--- src/hw/modem_cfg_pkg.sv ---
// Constants shared by both ends of the modem configuration control port.
// Assumes one clock domain at 20 MHz and 32-bit AXI4-Lite on the host side.
`default_nettype none
package modem_cfg_pkg;
  // -------------------------------------------------------------------
  // Device control port
  // -------------------------------------------------------------------
  localparam int unsigned DEV_AW = 6;                 // Device address width
  localparam int unsigned DEV_DW = 8;                 // Device data width
  localparam logic [5:0] OFS_TX_FORMAT   = 6'h0c;     // tx_format_config
  localparam logic [5:0] OFS_TEST_ROUTE  = 6'h10;     // test_output_routing
  localparam logic [5:0] OFS_FTEST_LOW   = 6'h14;     // factory_test_b_low
  localparam logic [5:0] OFS_FTEST_HIGH  = 6'h18;     // factory_test_b_high
  localparam logic [5:0] OFS_STATUS_A    = 6'h1c;     // modem_status_a
  localparam logic [7:0] CFG_RESET       = 8'h00;     // Reset of all RW registers

  // tx_format_config fields
  localparam int unsigned FLD_DIV_LO     = 3;         // Divide select, bits 4:3
  localparam int unsigned FLD_ORIGIN     = 2;         // 1 = internal preamble/header
  localparam int unsigned FLD_TX_MOD     = 1;         // 1 = DBPSK, 0 = DQPSK
  localparam int unsigned FLD_RX_MOD     = 0;         // 1 = DBPSK, 0 = DQPSK
  // modem_status_a fields
  localparam int unsigned STA_TX_READY   = 7;
  localparam int unsigned STA_CARRIER    = 4;
  localparam int unsigned STA_ENERGY     = 3;

  // Header modes
  localparam logic [1:0] HDR_MODE_0      = 2'h0;
  localparam logic [1:0] HDR_MODE_1      = 2'h1;
  localparam logic [1:0] HDR_MODE_2      = 2'h2;
  localparam logic [1:0] HDR_MODE_3      = 2'h3;

  // Preamble plus header length when built inside the device, in chips
  localparam int unsigned HDR_BITS       = 16;

  // -------------------------------------------------------------------
  // Host AXI4-Lite registers
  // -------------------------------------------------------------------
  localparam logic [3:0] HOFS_ACCESS     = 4'h0;      // Launch a device access
  localparam logic [3:0] HOFS_RESULT     = 4'h4;      // Read data and status
  localparam logic [3:0] HOFS_TXCTL      = 4'h8;      // Transmit request, data bit
  localparam int unsigned ACC_WRITE      = 16;        // ACCESS bit: 1 = write
  localparam int unsigned ACC_ADDR_LO    = 8;         // ACCESS bits 13:8 address
  localparam int unsigned RES_DONE       = 8;         // RESULT bit: read data ready
  localparam int unsigned RES_TX_READY   = 9;         // RESULT bit: tx ready seen
  localparam int unsigned TXC_REQUEST    = 0;
  localparam int unsigned TXC_BIT        = 1;
  localparam logic [1:0] RESP_OKAY       = 2'h0;
  localparam logic [1:0] RESP_SLVERR     = 2'h2;

  typedef enum logic [1:0] {TX_IDLE, TX_HEADER, TX_DATA} tx_state_t;

  // Divider terminal count (N - 1) for the two-bit select
  function automatic logic [3:0] div_last(input logic [1:0] sel);
    return 4'((5'h02 << sel) - 5'h01);
  endfunction
endpackage
`default_nettype wire

--- src/hw/modem_ctrl_if.sv ---
// Interface joining the host controller and the modem configuration block.
// Assumes both ends share clk_sys; all signals are single-driver levels.
`default_nettype none
interface modem_ctrl_if;
  import modem_cfg_pkg::*;
  logic [DEV_AW-1:0] addr;       // Register offset
  logic [DEV_DW-1:0] wdata;      // Write data
  logic              wr;         // One-cycle write strobe
  logic              rd;         // One-cycle read strobe
  logic [DEV_DW-1:0] rdata;      // Read data, valid the cycle after rd
  logic              tx_request; // Level: packet in progress
  logic              ext_bit;    // External preamble/header/data bit
  logic              tx_ready;   // Device ready for packet data

  modport device (input addr, wdata, wr, rd, tx_request, ext_bit,
                  output rdata, tx_ready);
  modport host   (output addr, wdata, wr, rd, tx_request, ext_bit,
                  input rdata, tx_ready);
endinterface
`default_nettype wire

--- src/hw/modem_cfg_dev.sv ---
// Configuration registers and transmit framing of the baseband modem.
// Assumes a host on modem_ctrl_if issuing one-cycle strobes on clk_sys,
// and header mode, lock and energy levels from the modem datapath.
`default_nettype none

// Behaviour
// Transmit chip clock is master divided by 2/4/8/16
// Origin bit picks internal or external header
// Internal origin builds header, then raises tx ready
// External origin takes header bits from host
// Transmit modulation bit: one DBPSK, zero DQPSK
// Ignore transmit bit in mode 0, mode 3 external
// Receive modulation bit used in modes 1, 2
// Routing register steers signals onto test pins
// Test pins carry carrier lock and code clock
// Test pin carries energy over threshold
// Host programs both factory test registers zero
// Status bit 7 mirrors tx ready output
// Tx ready only with internal header generation
// Tx ready high means host supplies data
// Writes to status register are ignored
module modem_cfg_dev
  import modem_cfg_pkg::*;
(
  input  wire logic        clk_sys,          // 20 MHz master clock
  input  wire logic        reset_n,          // Asynchronous, active low
  modem_ctrl_if.device     ctl,              // Control port and transmit link
  input  wire logic [1:0]  header_mode,      // Header mode from modem setup
  input  wire logic [15:0] header_pattern,   // Programmed header settings
  input  wire logic        carrier_locked,   // Despreading code locked
  input  wire logic        energy_over,      // Signal strength over threshold
  output logic             tx_bit,           // Serial chip data to spreader
  output logic             chip_tick,        // One pulse per transmit chip
  output logic             tx_mod_dbpsk,     // Transmit modulation in use
  output logic             rx_mod_dbpsk,     // Receive modulation in use
  output logic             carrier_lock_out, // Test output seven
  output logic             energy_over_threshold, // Test output six
  output logic             test_code_clock   // Test code clock output
);

  // -------------------------------------------------------------------
  // Registers
  // -------------------------------------------------------------------

  logic [7:0] tx_format_config;     // Divide, origin, modulation bits
  logic [7:0] test_output_routing;  // Zero in normal use
  logic [7:0] factory_test_b_low;   // Factory test only
  logic [7:0] factory_test_b_high;  // Factory test only

  logic [3:0] div_count;            // Chip divider counter
  logic [4:0] hdr_count;            // Header chips sent
  logic       code_clk;             // Half-rate code clock
  tx_state_t  state;                // Transmit framing state

  // -------------------------------------------------------------------
  // Decode
  // -------------------------------------------------------------------

  wire logic       origin_int  = tx_format_config[FLD_ORIGIN];

  wire logic [1:0] div_sel     = tx_format_config[FLD_DIV_LO +: 2];
  wire logic       tick_now    = (div_count == div_last(div_sel));

  wire logic       route_on    = (test_output_routing != CFG_RESET);

  wire logic       hdr_done    = (hdr_count == 5'(HDR_BITS - 1));

  // Tx bit obeyed only where meaningful
  wire logic       tx_mod_used = !((header_mode == HDR_MODE_0) ||
                                   (header_mode == HDR_MODE_3 && !origin_int));
  wire logic       rx_mod_used = (header_mode == HDR_MODE_1) ||
                                 (header_mode == HDR_MODE_2);
  wire logic       ready_level = (state == TX_DATA) && origin_int;

  wire logic [7:0] status_a    = {ctl.tx_ready, 2'h0, carrier_locked,
                                  energy_over, 3'h0};

  wire logic       next_bit    = (state == TX_HEADER) ?
                                 header_pattern[4'(HDR_BITS - 1 - hdr_count)] :
                                 ctl.ext_bit;

  // -------------------------------------------------------------------
  // Register writes
  // -------------------------------------------------------------------

  // Status is not decoded for writes
  always_ff @(posedge clk_sys or negedge reset_n) begin
    if (!reset_n) begin
      tx_format_config    <= CFG_RESET;
      test_output_routing <= CFG_RESET;
      factory_test_b_low  <= CFG_RESET;
      factory_test_b_high <= CFG_RESET;
    end else if (ctl.wr) begin
      unique case (ctl.addr)
        OFS_TX_FORMAT:  tx_format_config    <= ctl.wdata;
        OFS_TEST_ROUTE: test_output_routing <= ctl.wdata;
        OFS_FTEST_LOW:  factory_test_b_low  <= ctl.wdata;
        OFS_FTEST_HIGH: factory_test_b_high <= ctl.wdata;
        default: ;
      endcase
    end
  end

  // -------------------------------------------------------------------
  // Register reads
  // -------------------------------------------------------------------

  // Registered; unmapped offsets read zero
  always_ff @(posedge clk_sys or negedge reset_n) begin
    if (!reset_n) begin
      ctl.rdata <= CFG_RESET;
    end else if (ctl.rd) begin
      unique case (ctl.addr)
        OFS_TX_FORMAT:  ctl.rdata <= tx_format_config;
        OFS_TEST_ROUTE: ctl.rdata <= test_output_routing;
        OFS_FTEST_LOW:  ctl.rdata <= factory_test_b_low;
        OFS_FTEST_HIGH: ctl.rdata <= factory_test_b_high;
        OFS_STATUS_A:   ctl.rdata <= status_a;
        default:        ctl.rdata <= CFG_RESET;
      endcase
    end
  end

  // -------------------------------------------------------------------
  // Chip clock divider
  // -------------------------------------------------------------------

  // Select change applies at once; a count past
  // the new end runs on to 15 and wraps once
  always_ff @(posedge clk_sys or negedge reset_n) begin
    if (!reset_n) begin
      div_count <= 4'h0;
      chip_tick <= 1'b0;
      code_clk  <= 1'b0;
    end else begin
      div_count <= tick_now ? 4'h0 : div_count + 4'h1;
      chip_tick <= tick_now;
      code_clk  <= tick_now ? !code_clk : code_clk;
    end
  end

  // -------------------------------------------------------------------
  // Transmit framing
  // -------------------------------------------------------------------

  // Header phase only with internal origin
  always_ff @(posedge clk_sys or negedge reset_n) begin
    if (!reset_n) begin
      state     <= TX_IDLE;
      hdr_count <= 5'h00;
    end else begin
      unique case (state)
        TX_IDLE: begin
          hdr_count <= 5'h00;
          if (ctl.tx_request) begin
            state <= origin_int ? TX_HEADER : TX_DATA;
          end
        end
        TX_HEADER: begin
          // Dropping the request aborts the header
          if (!ctl.tx_request) begin
            state <= TX_IDLE;
          end else if (tick_now) begin
            hdr_count <= hdr_count + 5'h01;
            if (hdr_done) begin
              state <= TX_DATA;
            end
          end
        end
        TX_DATA: begin
          if (!ctl.tx_request) begin
            state <= TX_IDLE;
          end
        end
        default: state <= TX_IDLE;
      endcase
    end
  end

  // -------------------------------------------------------------------
  // Outputs
  // -------------------------------------------------------------------

  // All outputs are flops
  // Status bit 7 reads the tx_ready flop itself
  always_ff @(posedge clk_sys or negedge reset_n) begin
    if (!reset_n) begin
      ctl.tx_ready          <= 1'b0;
      tx_bit                <= 1'b0;
      tx_mod_dbpsk          <= 1'b1;
      rx_mod_dbpsk          <= 1'b1;
      carrier_lock_out      <= 1'b0;
      energy_over_threshold <= 1'b0;
      test_code_clock       <= 1'b0;
    end else begin
      ctl.tx_ready <= ready_level;
      tx_bit       <= (state == TX_IDLE) ? 1'b0 : next_bit;
      // Unused bits force DBPSK
      tx_mod_dbpsk <= tx_mod_used ? tx_format_config[FLD_TX_MOD] : 1'b1;
      rx_mod_dbpsk <= rx_mod_used ? tx_format_config[FLD_RX_MOD] : 1'b1;
      // Test pins stay quiet while routing is zero
      carrier_lock_out      <= route_on && carrier_locked;
      energy_over_threshold <= route_on && energy_over;
      test_code_clock       <= route_on && code_clk;
    end
  end

endmodule
`default_nettype wire

--- src/flat_wrapper.sv ---
// flat-port wrapper written by rule: the top's interface ports become plain ports
module modem_cfg_dev_flat import modem_cfg_pkg::*;
  (clk_sys, reset_n, header_mode, header_pattern, carrier_locked, energy_over, tx_bit, chip_tick, tx_mod_dbpsk, rx_mod_dbpsk, carrier_lock_out, energy_over_threshold, test_code_clock, ctl_addr, ctl_wdata, ctl_wr, ctl_rd, ctl_tx_request, ctl_ext_bit, ctl_rdata, ctl_tx_ready);
  modem_ctrl_if ctl_i ();
  input  wire logic clk_sys;
  input  wire logic reset_n;
  input  wire logic [1:0] header_mode;
  input  wire logic [15:0] header_pattern;
  input  wire logic carrier_locked;
  input  wire logic energy_over;
  output logic tx_bit;
  output logic chip_tick;
  output logic tx_mod_dbpsk;
  output logic rx_mod_dbpsk;
  output logic carrier_lock_out;
  output logic energy_over_threshold;
  output logic test_code_clock;
  input wire logic [$bits(ctl_i.addr)-1:0] ctl_addr;
  input wire logic [$bits(ctl_i.wdata)-1:0] ctl_wdata;
  input wire logic [$bits(ctl_i.wr)-1:0] ctl_wr;
  input wire logic [$bits(ctl_i.rd)-1:0] ctl_rd;
  input wire logic [$bits(ctl_i.tx_request)-1:0] ctl_tx_request;
  input wire logic [$bits(ctl_i.ext_bit)-1:0] ctl_ext_bit;
  output wire logic [$bits(ctl_i.rdata)-1:0] ctl_rdata;
  output wire logic [$bits(ctl_i.tx_ready)-1:0] ctl_tx_ready;
  assign ctl_i.addr = ctl_addr;
  assign ctl_i.wdata = ctl_wdata;
  assign ctl_i.wr = ctl_wr;
  assign ctl_i.rd = ctl_rd;
  assign ctl_i.tx_request = ctl_tx_request;
  assign ctl_i.ext_bit = ctl_ext_bit;
  assign ctl_rdata = ctl_i.rdata;
  assign ctl_tx_ready = ctl_i.tx_ready;
  modem_cfg_dev u_core (.clk_sys(clk_sys), .reset_n(reset_n), .ctl(ctl_i), .header_mode(header_mode), .header_pattern(header_pattern), .carrier_locked(carrier_locked), .energy_over(energy_over), .tx_bit(tx_bit), .chip_tick(chip_tick), .tx_mod_dbpsk(tx_mod_dbpsk), .rx_mod_dbpsk(rx_mod_dbpsk), .carrier_lock_out(carrier_lock_out), .energy_over_threshold(energy_over_threshold), .test_code_clock(test_code_clock));
endmodule
--- config.mk ---
export PLATFORM = sky130hd
export DESIGN_NAME = modem_cfg_dev_flat
export DESIGN_NICKNAME = d
export VERILOG_FILES = /design/src/hw/modem_cfg_pkg.sv /design/src/hw/modem_ctrl_if.sv /design/src/hw/modem_cfg_dev.sv /design/src/flat_wrapper.sv
export SDC_FILE = /design/constraint.sdc
export NUM_CORES = 1
export LEC_CHECK = 0
export ABC_AREA = 1
export ABC_CLOCK_PERIOD_IN_PS = 1400
export BUFFER_PORTS_ARGS = -buffer_cell sky130_fd_sc_hd__buf_4
export CAP_MARGIN = 10
export CORE_MARGIN = 5
export CORE_UTILIZATION = 56
export CTS_BUF_LIST = sky130_fd_sc_hd__clkbuf_4 sky130_fd_sc_hd__clkbuf_8 sky130_fd_sc_hd__clkbuf_16
export CTS_CLUSTER_SIZE = 16
export DETAILED_ROUTE_END_ITERATION = 8
export PLACE_DENSITY = 0.82
export SKIP_CTS_REPAIR_TIMING = 1
export SLEW_MARGIN = 20
export SYNTH_ARGS = -nofsm -noshare
export SYNTH_HDL_FRONTEND = slang
export SYNTH_SLANG_ARGS = --single-unit
--- constraint.sdc ---
create_clock -name clk_sys -period 1.4 [get_ports clk_sys]
set_input_delay 0.14 -clock clk_sys [delete_from_list [all_inputs] [get_ports clk_sys]]
set_output_delay 0.14 -clock clk_sys [all_outputs]
set_load 0.02 [all_outputs]
==> metrics.csv, run 1 <==
metric,value,unit
cts.sinks,60,
core,5470,um2
die_h,85.0,um
dpl.hpwl,5.47,mm
hold_start,carrier_locked,
clock-skew-final,0.00818,ns
cp-startpoint,u_core.state[0],
crit_type,reg2reg,
synth_warnings,0,
worstRegToRegCells,6,
avgSynthCellArea,8.15,um2
io_buffer_count,55,
overflow,0,
cp_top_family,simple AND/OR/NAND/NOR gates,
nFillCells,415,
hold_viol,0,
p_total,4.70,mW
finalNonFillerCells,532,
synthesis.nets,432,
min_path_type,in2reg,
synth_compound_area_share,9.29,%
power_density,1210,nW/um2
crit_chain,"inv_1, nor2_1, inv_1, nor3b_1, nand2_1, nand2_1",
rsz0062_at_grt,yes,
first_global_vias,2755,
grt_usage,21.9,%
finalSetupViolCount,0,
period_needed,1.38,ns
fp-row-count,27,
synth_area_leader_cell,dfrtp_1,
synth_mux_area_share,0,%
ant_nets,0,
peakVddDrop,0.000784,V
grt_pass1_wl,12.7,mm
yosysUniqueCellTypes,32,
drtIter0Drc,148,
cts_tree,built,
synth.area.top_cells,"dfrtp_1 (46%), nand2_1 (14%), nand3_1 (6.3%), inv_1 (6.2%), o21ai_2 (3.3%)",
synth_simple_gate_area_share,30.2,%
via_per_inst,5.23,
cts-htree-levels,3,
p_leak,2.05,nW
gp_congestion,0.805,
drcViolationCount,0,
slew_headroom,76.2,%
crit_required,1.67,ns
final_nets,500,
status,completed,
synth_top_family_by_area,simple AND/OR/NAND/NOR gates,
crit_path_end_kind,register,
timing.final.max_slew_violations,0,
start_util,57.6,%
final_layout_size_suffix_gt1_share,27.6,%
worst_pin_slew,0.357,ns
pin_count,56,
critPathSlowestCell,dfrtp_1,
die_w,85.0,um
yosys.area.top_type_share,46.0,%
synth-seq-cells,60,
path_max_fanout,5,
fmax,725,MHz
synth_adder_area_share,1.98,%
clk_pin_slew,0.07,ns
grt_start_max_net_pins,44,
antennaDiodeCount,0,
routedWlPerCell,14.3,um
start_kind,register,
synth_area,3150,um2
syn_inst,387,
max_stage_delay,0.40,ns
wirelength,7.62,mm
firstDrtPassIters,5,
syn_to_final_growth,23.6,%
clockBufferDepth,2,
vias,2780,
crit_buf_inv,2,
reg2reg_from,u_core.state[0],
grt_antenna_before_repair,0,
dieArea,7230,um2
synth-seq-area-share,47.7,%
clk_latency,0.34,ns
dp.cells,513,
min_path_cells,3,
synth-xor-area-share,0.833,%
maxCapViolations,0,
layout_worst_path_cycle_share,98.5,%
cp.arrival,1.65,ns
cts_inserted_buffers,9,
crit_cells,6,
root_buffer,clkbuf_8,
## where the power goes
part           internal [mW]  leakage (nW)  switching, mW
sequential              1.98         0.793          0.165
clock                  0.711        0.0854          0.687
combinational          0.461          1.17          0.702
## registers in the layout (all words and copies together), names as in the netlist, 2 cells and up
signal	flops
u_core.ctl.rdata	8
u_core.factory_test_b_high	8
u_core.factory_test_b_low	8
u_core.test_output_routing	8
u_core.tx_format_config	8
u_core.hdr_count	5
u_core.div_count	4
u_core.state	2
## path summary, 6_finish.rpt
| kind | slack, ns | to |
|---|---|---|
| min in group asynchronous | 0.21 | u_core.code_clk |
| worst min-delay path | 0.03 | u_core.carrier_lock_out |
| worst max-delay path | 0.02 | u_core.hdr_count[2] |
| max in group asynchronous | 0.68 | u_core.ctl.rdata[2] |
| worst max register to register | 0.02 | u_core.hdr_count[2] |
| worst min register to register | 0.49 | u_core.factory_test_b_low[5] |
## area by class of cell
| cell class | instances | area (um2) | share of cell area, % |
|---|---|---|---|
| clock inverter | 5 | 36.3 | 0.931 |
| sequential | 60 | 1500 | 38.6 |
| timing repair buffer | 68 | 538 | 13.8 |
| multi-input combinational | 260 | 1370 | 35.1 |
| tap | 72 | 90.1 | 2.31 |
| inverter | 56 | 214 | 5.49 |
| clock buffer | 11 | 145 | 3.73 |
## cells by family (layout without fill, tap and decap cells)
| group | Yosys count | in the layout |
|---|---|---|
| AND/OR/NAND/NOR | 204 | 204 |
| buffers and inverters | 67 | 140 |
| flip-flops | 60 | 60 |
| AO/OA/AOI/OAI | 48 | 48 |
| adder cells (fa/ha/maj) | 5 | 5 |
| XOR/XNOR | 3 | 3 |
## layer usage
layer  global-route usage (%)  wire [um]  up-vias  share of wire (%)
met2                     38.6       3990       93                 52
li1                         -          -     1371                  -
met4                     5.76        153        0                2.0
met3                     5.83        459       19                6.0
met5                        0          0        -                  0
met1                     26.4       3020     1297                 40
## stage by stage
step                      area [um2]  setup slack, ns  utilization [%]  setup TNS (ns)  hold WS, ns
after floorplan                 3150            0.184                -               0       -0.156
after global placement          3650            0.106             66.7               0       0.0279
after detailed placement        3650           0.0468             66.7               0       0.0338
after CTS                       3830           0.0444             70.0               0       -0.339
after global routing            3900          -0.0598             71.2          -0.238       0.0184
final                           3900           0.0216             71.2               0       0.0288
## synthesized netlist by cell type (all sizes together)
| cell | n |
|---|---|
| nand2 | 121 |
| dfrtp | 58 |
| inv | 56 |
| nand3 | 43 |
| o21ai | 42 |
| nor2 | 23 |
| nand4 | 14 |
| buf | 8 |
| ha | 5 |
| a21oi | 3 |
| clkbuf | 3 |
| xor2 | 3 |
| dfstp | 2 |
| nor3 | 2 |
| nor3b | 1 |
| o211ai | 1 |
| o21a | 1 |
| o31ai | 1 |
## tightest hold or removal path, cell delays in order
cell and delay, ns:
buf_4 0.12, inv_1 0.04, nor2_1 0.03
## placed cells by master (no fill, tap or decap), drive strengths merged, types with 2 or more instances in the layout
master | Yosys | final
clkbuf | 3 | 11
nor3 | 2 | 2
xor2 | 3 | 3
dfstp | 2 | 2
nor2 | 23 | 23
o21ai | 42 | 42
ha | 5 | 5
dfrtp | 58 | 58
buf | 8 | 67
nand4 | 14 | 14
inv | 56 | 56
clkinvlp | 0 | 4
nand2 | 121 | 121
nand3 | 43 | 43
a21oi | 3 | 3
Power figures use the tool's default switching activity.
==> run 2: changes to the inputs <==
--- a/config.mk
+++ b/config.mk
@@ -14,7 +14,7 @@
 export CTS_BUF_LIST = sky130_fd_sc_hd__clkbuf_4 sky130_fd_sc_hd__clkbuf_8 sky130_fd_sc_hd__clkbuf_16
 export CTS_CLUSTER_SIZE = 16
 export DETAILED_ROUTE_END_ITERATION = 8
-export PLACE_DENSITY = 0.82
+export PLACE_DENSITY = 0.8
 export SKIP_CTS_REPAIR_TIMING = 1
 export SLEW_MARGIN = 20
 export SYNTH_ARGS = -nofsm -noshare
==> metrics.csv, run 2 (same netlist as run 1, synthesis figures left out) <==
metric,value,unit
status,completed,
p_total,4.90,mW
rrSetupSlack,0.07,ns
clock-skew-final,0.00507,ns
whs,0.0380,ns
rsz0062_at_grt,yes,
clockBufferDepth,2,
cts_inserted_buffers,9,
layout_worst_path_cycle_share,95.1,%
worstRegToRegCells,7,
antennaDiodeCount,0,
crit_path_end_kind,register,
r2r_end,u_core.state[0],
finalNonFillerCells,535,
period_needed,1.33,ns
hold_viol,0,
dpl.hpwl,5.53,mm
fp-row-count,27,
clk_pin_slew,0.07,ns
first_global_vias,2763,
drcViolationCount,0,
routedWlPerCell,14.3,um
pin_count,56,
root_buffer,clkbuf_8,
power_density,1250,nW/um2
place_area,3670,um2
finalSetupViolCount,0,
final_nets,503,
min_path_type,in2reg,
final_layout_size_suffix_gt1_share,27.0,%
grt_pass1_wl,12.9,mm
grt_usage,22.6,%
gp_congestion,0.869,
cts-htree-levels,3,
cp-endpoint,u_core.state[0],
overflow,0,
fmax,751,MHz
slew_headroom,74.5,%
reg2reg_from,u_core.hdr_count[0],
start_kind,register,
post-route-cell-area,3920,um2
utilization,71.5,%
maxCapViolations,0,
path_max_fanout,4,
core,5470,um2
cp.arrival,1.55,ns
grt_start_max_net_pins,30,
die_h,85.0,um
crit_type,reg2reg,
dieArea,7230,um2
wirelength,7.66,mm
dp.cells,517,
cts.sinks,60,
hold_start,energy_over,
vias,2808,
die_w,85.0,um
grt_antenna_before_repair,0,
p_leak,2.08,nW
cts_tree,built,
start_util,57.6,%
via_per_inst,5.25,
drtIter0Drc,126,
firstDrtPassIters,4,
ant_nets,0,
final_common_cell,nand2_1,
cp-startpoint,u_core.hdr_count[0],
io_buffer_count,55,
syn_to_final_growth,24.2,%
peakVddDrop,0.000920,V
timing.final.max_slew_violations,0,
worst_pin_slew,0.382,ns
clk_latency,0.34,ns
crit_required,1.62,ns
final_cell_mix,"nand2_1 (117), buf_4 (69), dfrtp_1 (58), inv_1 (52), nand3_1 (40)",
run 2: worst min path at each step:
stage                              endpoint  slack [ns]  cells past startpoint
4_1_cts                 u_core.ctl.tx_ready       -0.27                      1
3_3_place_gp                u_core.code_clk        0.09                      1
5_1_grt        u_core.energy_over_threshold        0.04                      3
6_report       u_core.energy_over_threshold        0.04                      3
2_1_floorplan       u_core.carrier_lock_out       -0.16                      0
3_5_place_dp            u_core.ctl.tx_ready        0.09                      1
run 2: worst max-delay path, stage by stage, from the launching register on:
cell     delay [ns]
dfrtp_1        0.39
ha_2           0.20
nand2_1        0.07
nor2_2         0.11
ha_1           0.16
nand4_1        0.10
nand2_1        0.10
o31ai_1        0.07
run 2: area by class of cell:
| cell class | count | area [um2] |
|---|---|---|
| clock buffers | 12 | 159 |
| clock inverters | 4 | 47.5 |
| fillers | 438 | 1560 |
| inverters | 56 | 210 |
| multi-input cells | 260 | 1360 |
| flip-flops and latches | 60 | 1500 |
| well taps | 72 | 90.1 |
| repair buffers | 71 | 548 |
run 2: through the flow:
stage | setup TNS, ns | worst slack, ns
floorplan | 0 | 0.184
global placement | 0 | 0.109
detailed placement | 0 | 0.0510
CTS | 0 | 0.0184
global route | -0.0373 | -0.0293
finish | 0 | 0.0690
run 2: where the power goes:
| part | internal, mW | switching (mW) | total, mW | leakage [nW] |
|---|---|---|---|---|
| combinational | 0.461 | 0.689 | 1.15 | 1.18 |
| sequential | 1.98 | 0.171 | 2.15 | 0.793 |
| clock | 0.932 | 0.667 | 1.60 | 0.106 |
run 2: per-layer routing:
| layer | vias to the layer above | global-route usage [%] | wire, um | share of wire (%) |
|---|---|---|---|---|
| met2 | 72 | 38.0 | 4040 | 53 |
| met1 | 1340 | 27.1 | 3040 | 40 |
| met4 | 0 | 13.4 | 229 | 3.0 |
| met3 | 18 | 3.98 | 354 | 4.6 |
| li1 | 1378 | - | - | - |
| met5 | - | 0 | 0 | 0 |
==> run 3: changes to the inputs <==
--- a/config.mk
+++ b/config.mk
@@ -14,6 +14,7 @@
 export CTS_BUF_LIST = sky130_fd_sc_hd__clkbuf_4 sky130_fd_sc_hd__clkbuf_8 sky130_fd_sc_hd__clkbuf_16
 export CTS_CLUSTER_SIZE = 16
 export DETAILED_ROUTE_END_ITERATION = 8
+export MAX_ROUTING_LAYER = met4
 export PLACE_DENSITY = 0.8
 export SKIP_CTS_REPAIR_TIMING = 1
 export SLEW_MARGIN = 20
==> metrics.csv, run 3 (same netlist as run 1, synthesis figures left out) <==
metric,value,unit
wl_met2,4.03,mm
crit_required,1.62,ns
crit_chain,"ha_2, nand2_1, nor2_2, ha_1, nand4_1, nand2_1, o31ai_1",
timing.final.max_slew_violations,0,
clk_latency,0.34,ns
clk_pin_slew,0.07,ns
crit_path_frequent_cell,nand2_1,
drcViolationCount,0,
pin_count,56,
die_w,85.0,um
crit_path_end_kind,register,
wl_met3,331,um
seq_area,1500,um2
finalSetupViolCount,0,
cts_tree,built,
dpl.hpwl,5.53,mm
clockBufferDepth,2,
top_layer,met4,
min_path_type,in2reg,
io_buffer_count,55,
peakVddDrop,0.000916,V
syn_to_final_growth,24.2,%
p_leak,2.08,nW
root_buffer,clkbuf_8,
fp-row-count,27,
period_needed,1.33,ns
critPathSlowestCell,dfrtp_1,
final_nets,503,
dieArea,7230,um2
pre_cts_slack,0.0510,ns
cp.arrival,1.55,ns
cts_inserted_buffers,9,
cts.sinks,60,
grt_usage,23.3,%
overflow,0,
power_density,1250,nW/um2
grt_pass1_wl,12.9,mm
clock-skew-final,0.00456,ns
vias,2799,
cp-startpoint,u_core.hdr_count[0],
rsz0062_at_grt,yes,
status,completed,
hold_viol,0,
slew_headroom,74.7,%
cts-htree-levels,3,
crit_buf_inv,0,
grt_start_max_net_pins,30,
worst_pin_slew,0.380,ns
die_h,85.0,um
layout_worst_path_cycle_share,95.2,%
drtIter0Drc,140,
cp_top_family,flip-flops,
firstDrtPassIters,4,
reg2reg_from,u_core.hdr_count[0],
final_cell_mix,"nand2_1 (117), buf_4 (69), dfrtp_1 (58), inv_1 (52), nand3_1 (40)",
path_max_fanout,4,
fmax,751,MHz
final_common_cell,nand2_1,
core,5470,um2
crit_type,reg2reg,
wirelength,7.61,mm
ant_nets,0,
grt_antenna_before_repair,0,
rrSetupSlack,0.07,ns
nFillCells,438,
m1WireLength,3.02,mm
final_layout_size_suffix_gt1_share,27.0,%
start_util,57.6,%
via_per_inst,5.23,
multi_input_area,1360,um2
antennaDiodeCount,0,
hold_start,ctl_ext_bit,
maxCapViolations,0,
gp_congestion,0.883,
fin_ws,0.0677,ns
start_kind,register,
p_total,4.89,mW
max_stage_delay,0.39,ns
routedWlPerCell,14.2,um
first_global_vias,2754,
## run 3: area by class of cell
class / instances / share of cell area [%]
timing repair buffer: 71 / 14.0
sequential: 60 / 38.4
clock buffer: 12 / 4.06
tap: 72 / 2.30
multi-input combinational: 260 / 34.6
inverter: 56 / 5.37
clock inverter: 4 / 1.21
## run 3: final timing paths
path | endpoint | cells past startpoint
max in group asynchronous | u_core.test_output_routing[5] | 3
setup reg to reg | u_core.state[0] | 7
setup / recovery | u_core.state[0] | 7
hold reg to reg | u_core.ctl.rdata[7] | 2
min in group asynchronous | u_core.code_clk | 2
hold / removal | u_core.tx_bit | 3
## run 3: power by group
part	total [mW]	internal, mW	switching [mW]
Combinational	1.15	0.461	0.686
Sequential	2.15	1.98	0.170
Clock	1.59	0.932	0.661
Total	4.89	3.37	1.52
## run 3: through the flow
stage / instances / hold slack, ns / area [um2] / setup TNS [ns] / util (%)
after global routing: 535 / 0.0395 / 3920 / -0.0373 / 71.5
after CTS: 533 / -0.275 / 3870 / 0 / 70.8
final: 535 / 0.0395 / 3920 / 0 / 71.5
after detailed placement: 517 / 0.0870 / 3670 / 0 / 67.0
after global placement: 517 / 0.0855 / 3670 / 0 / 67.0
after floorplan: 387 / -0.156 / 3150 / 0 / -
## run 3: routing by layer
layer	track usage, %	vias up
li1	-	1384
met1	26.9	1329
met2	38.2	68
met3	3.88	18
met4	13.4	0
met5	-	-
## run 3: worst register-to-register path, cell delays in order, from the launching register on
cell and delay (ns):
dfrtp_1 0.39, ha_2 0.20, nand2_1 0.07, nor2_2 0.11
ha_1 0.16, nand4_1 0.10, nand2_1 0.10, o31ai_1 0.07
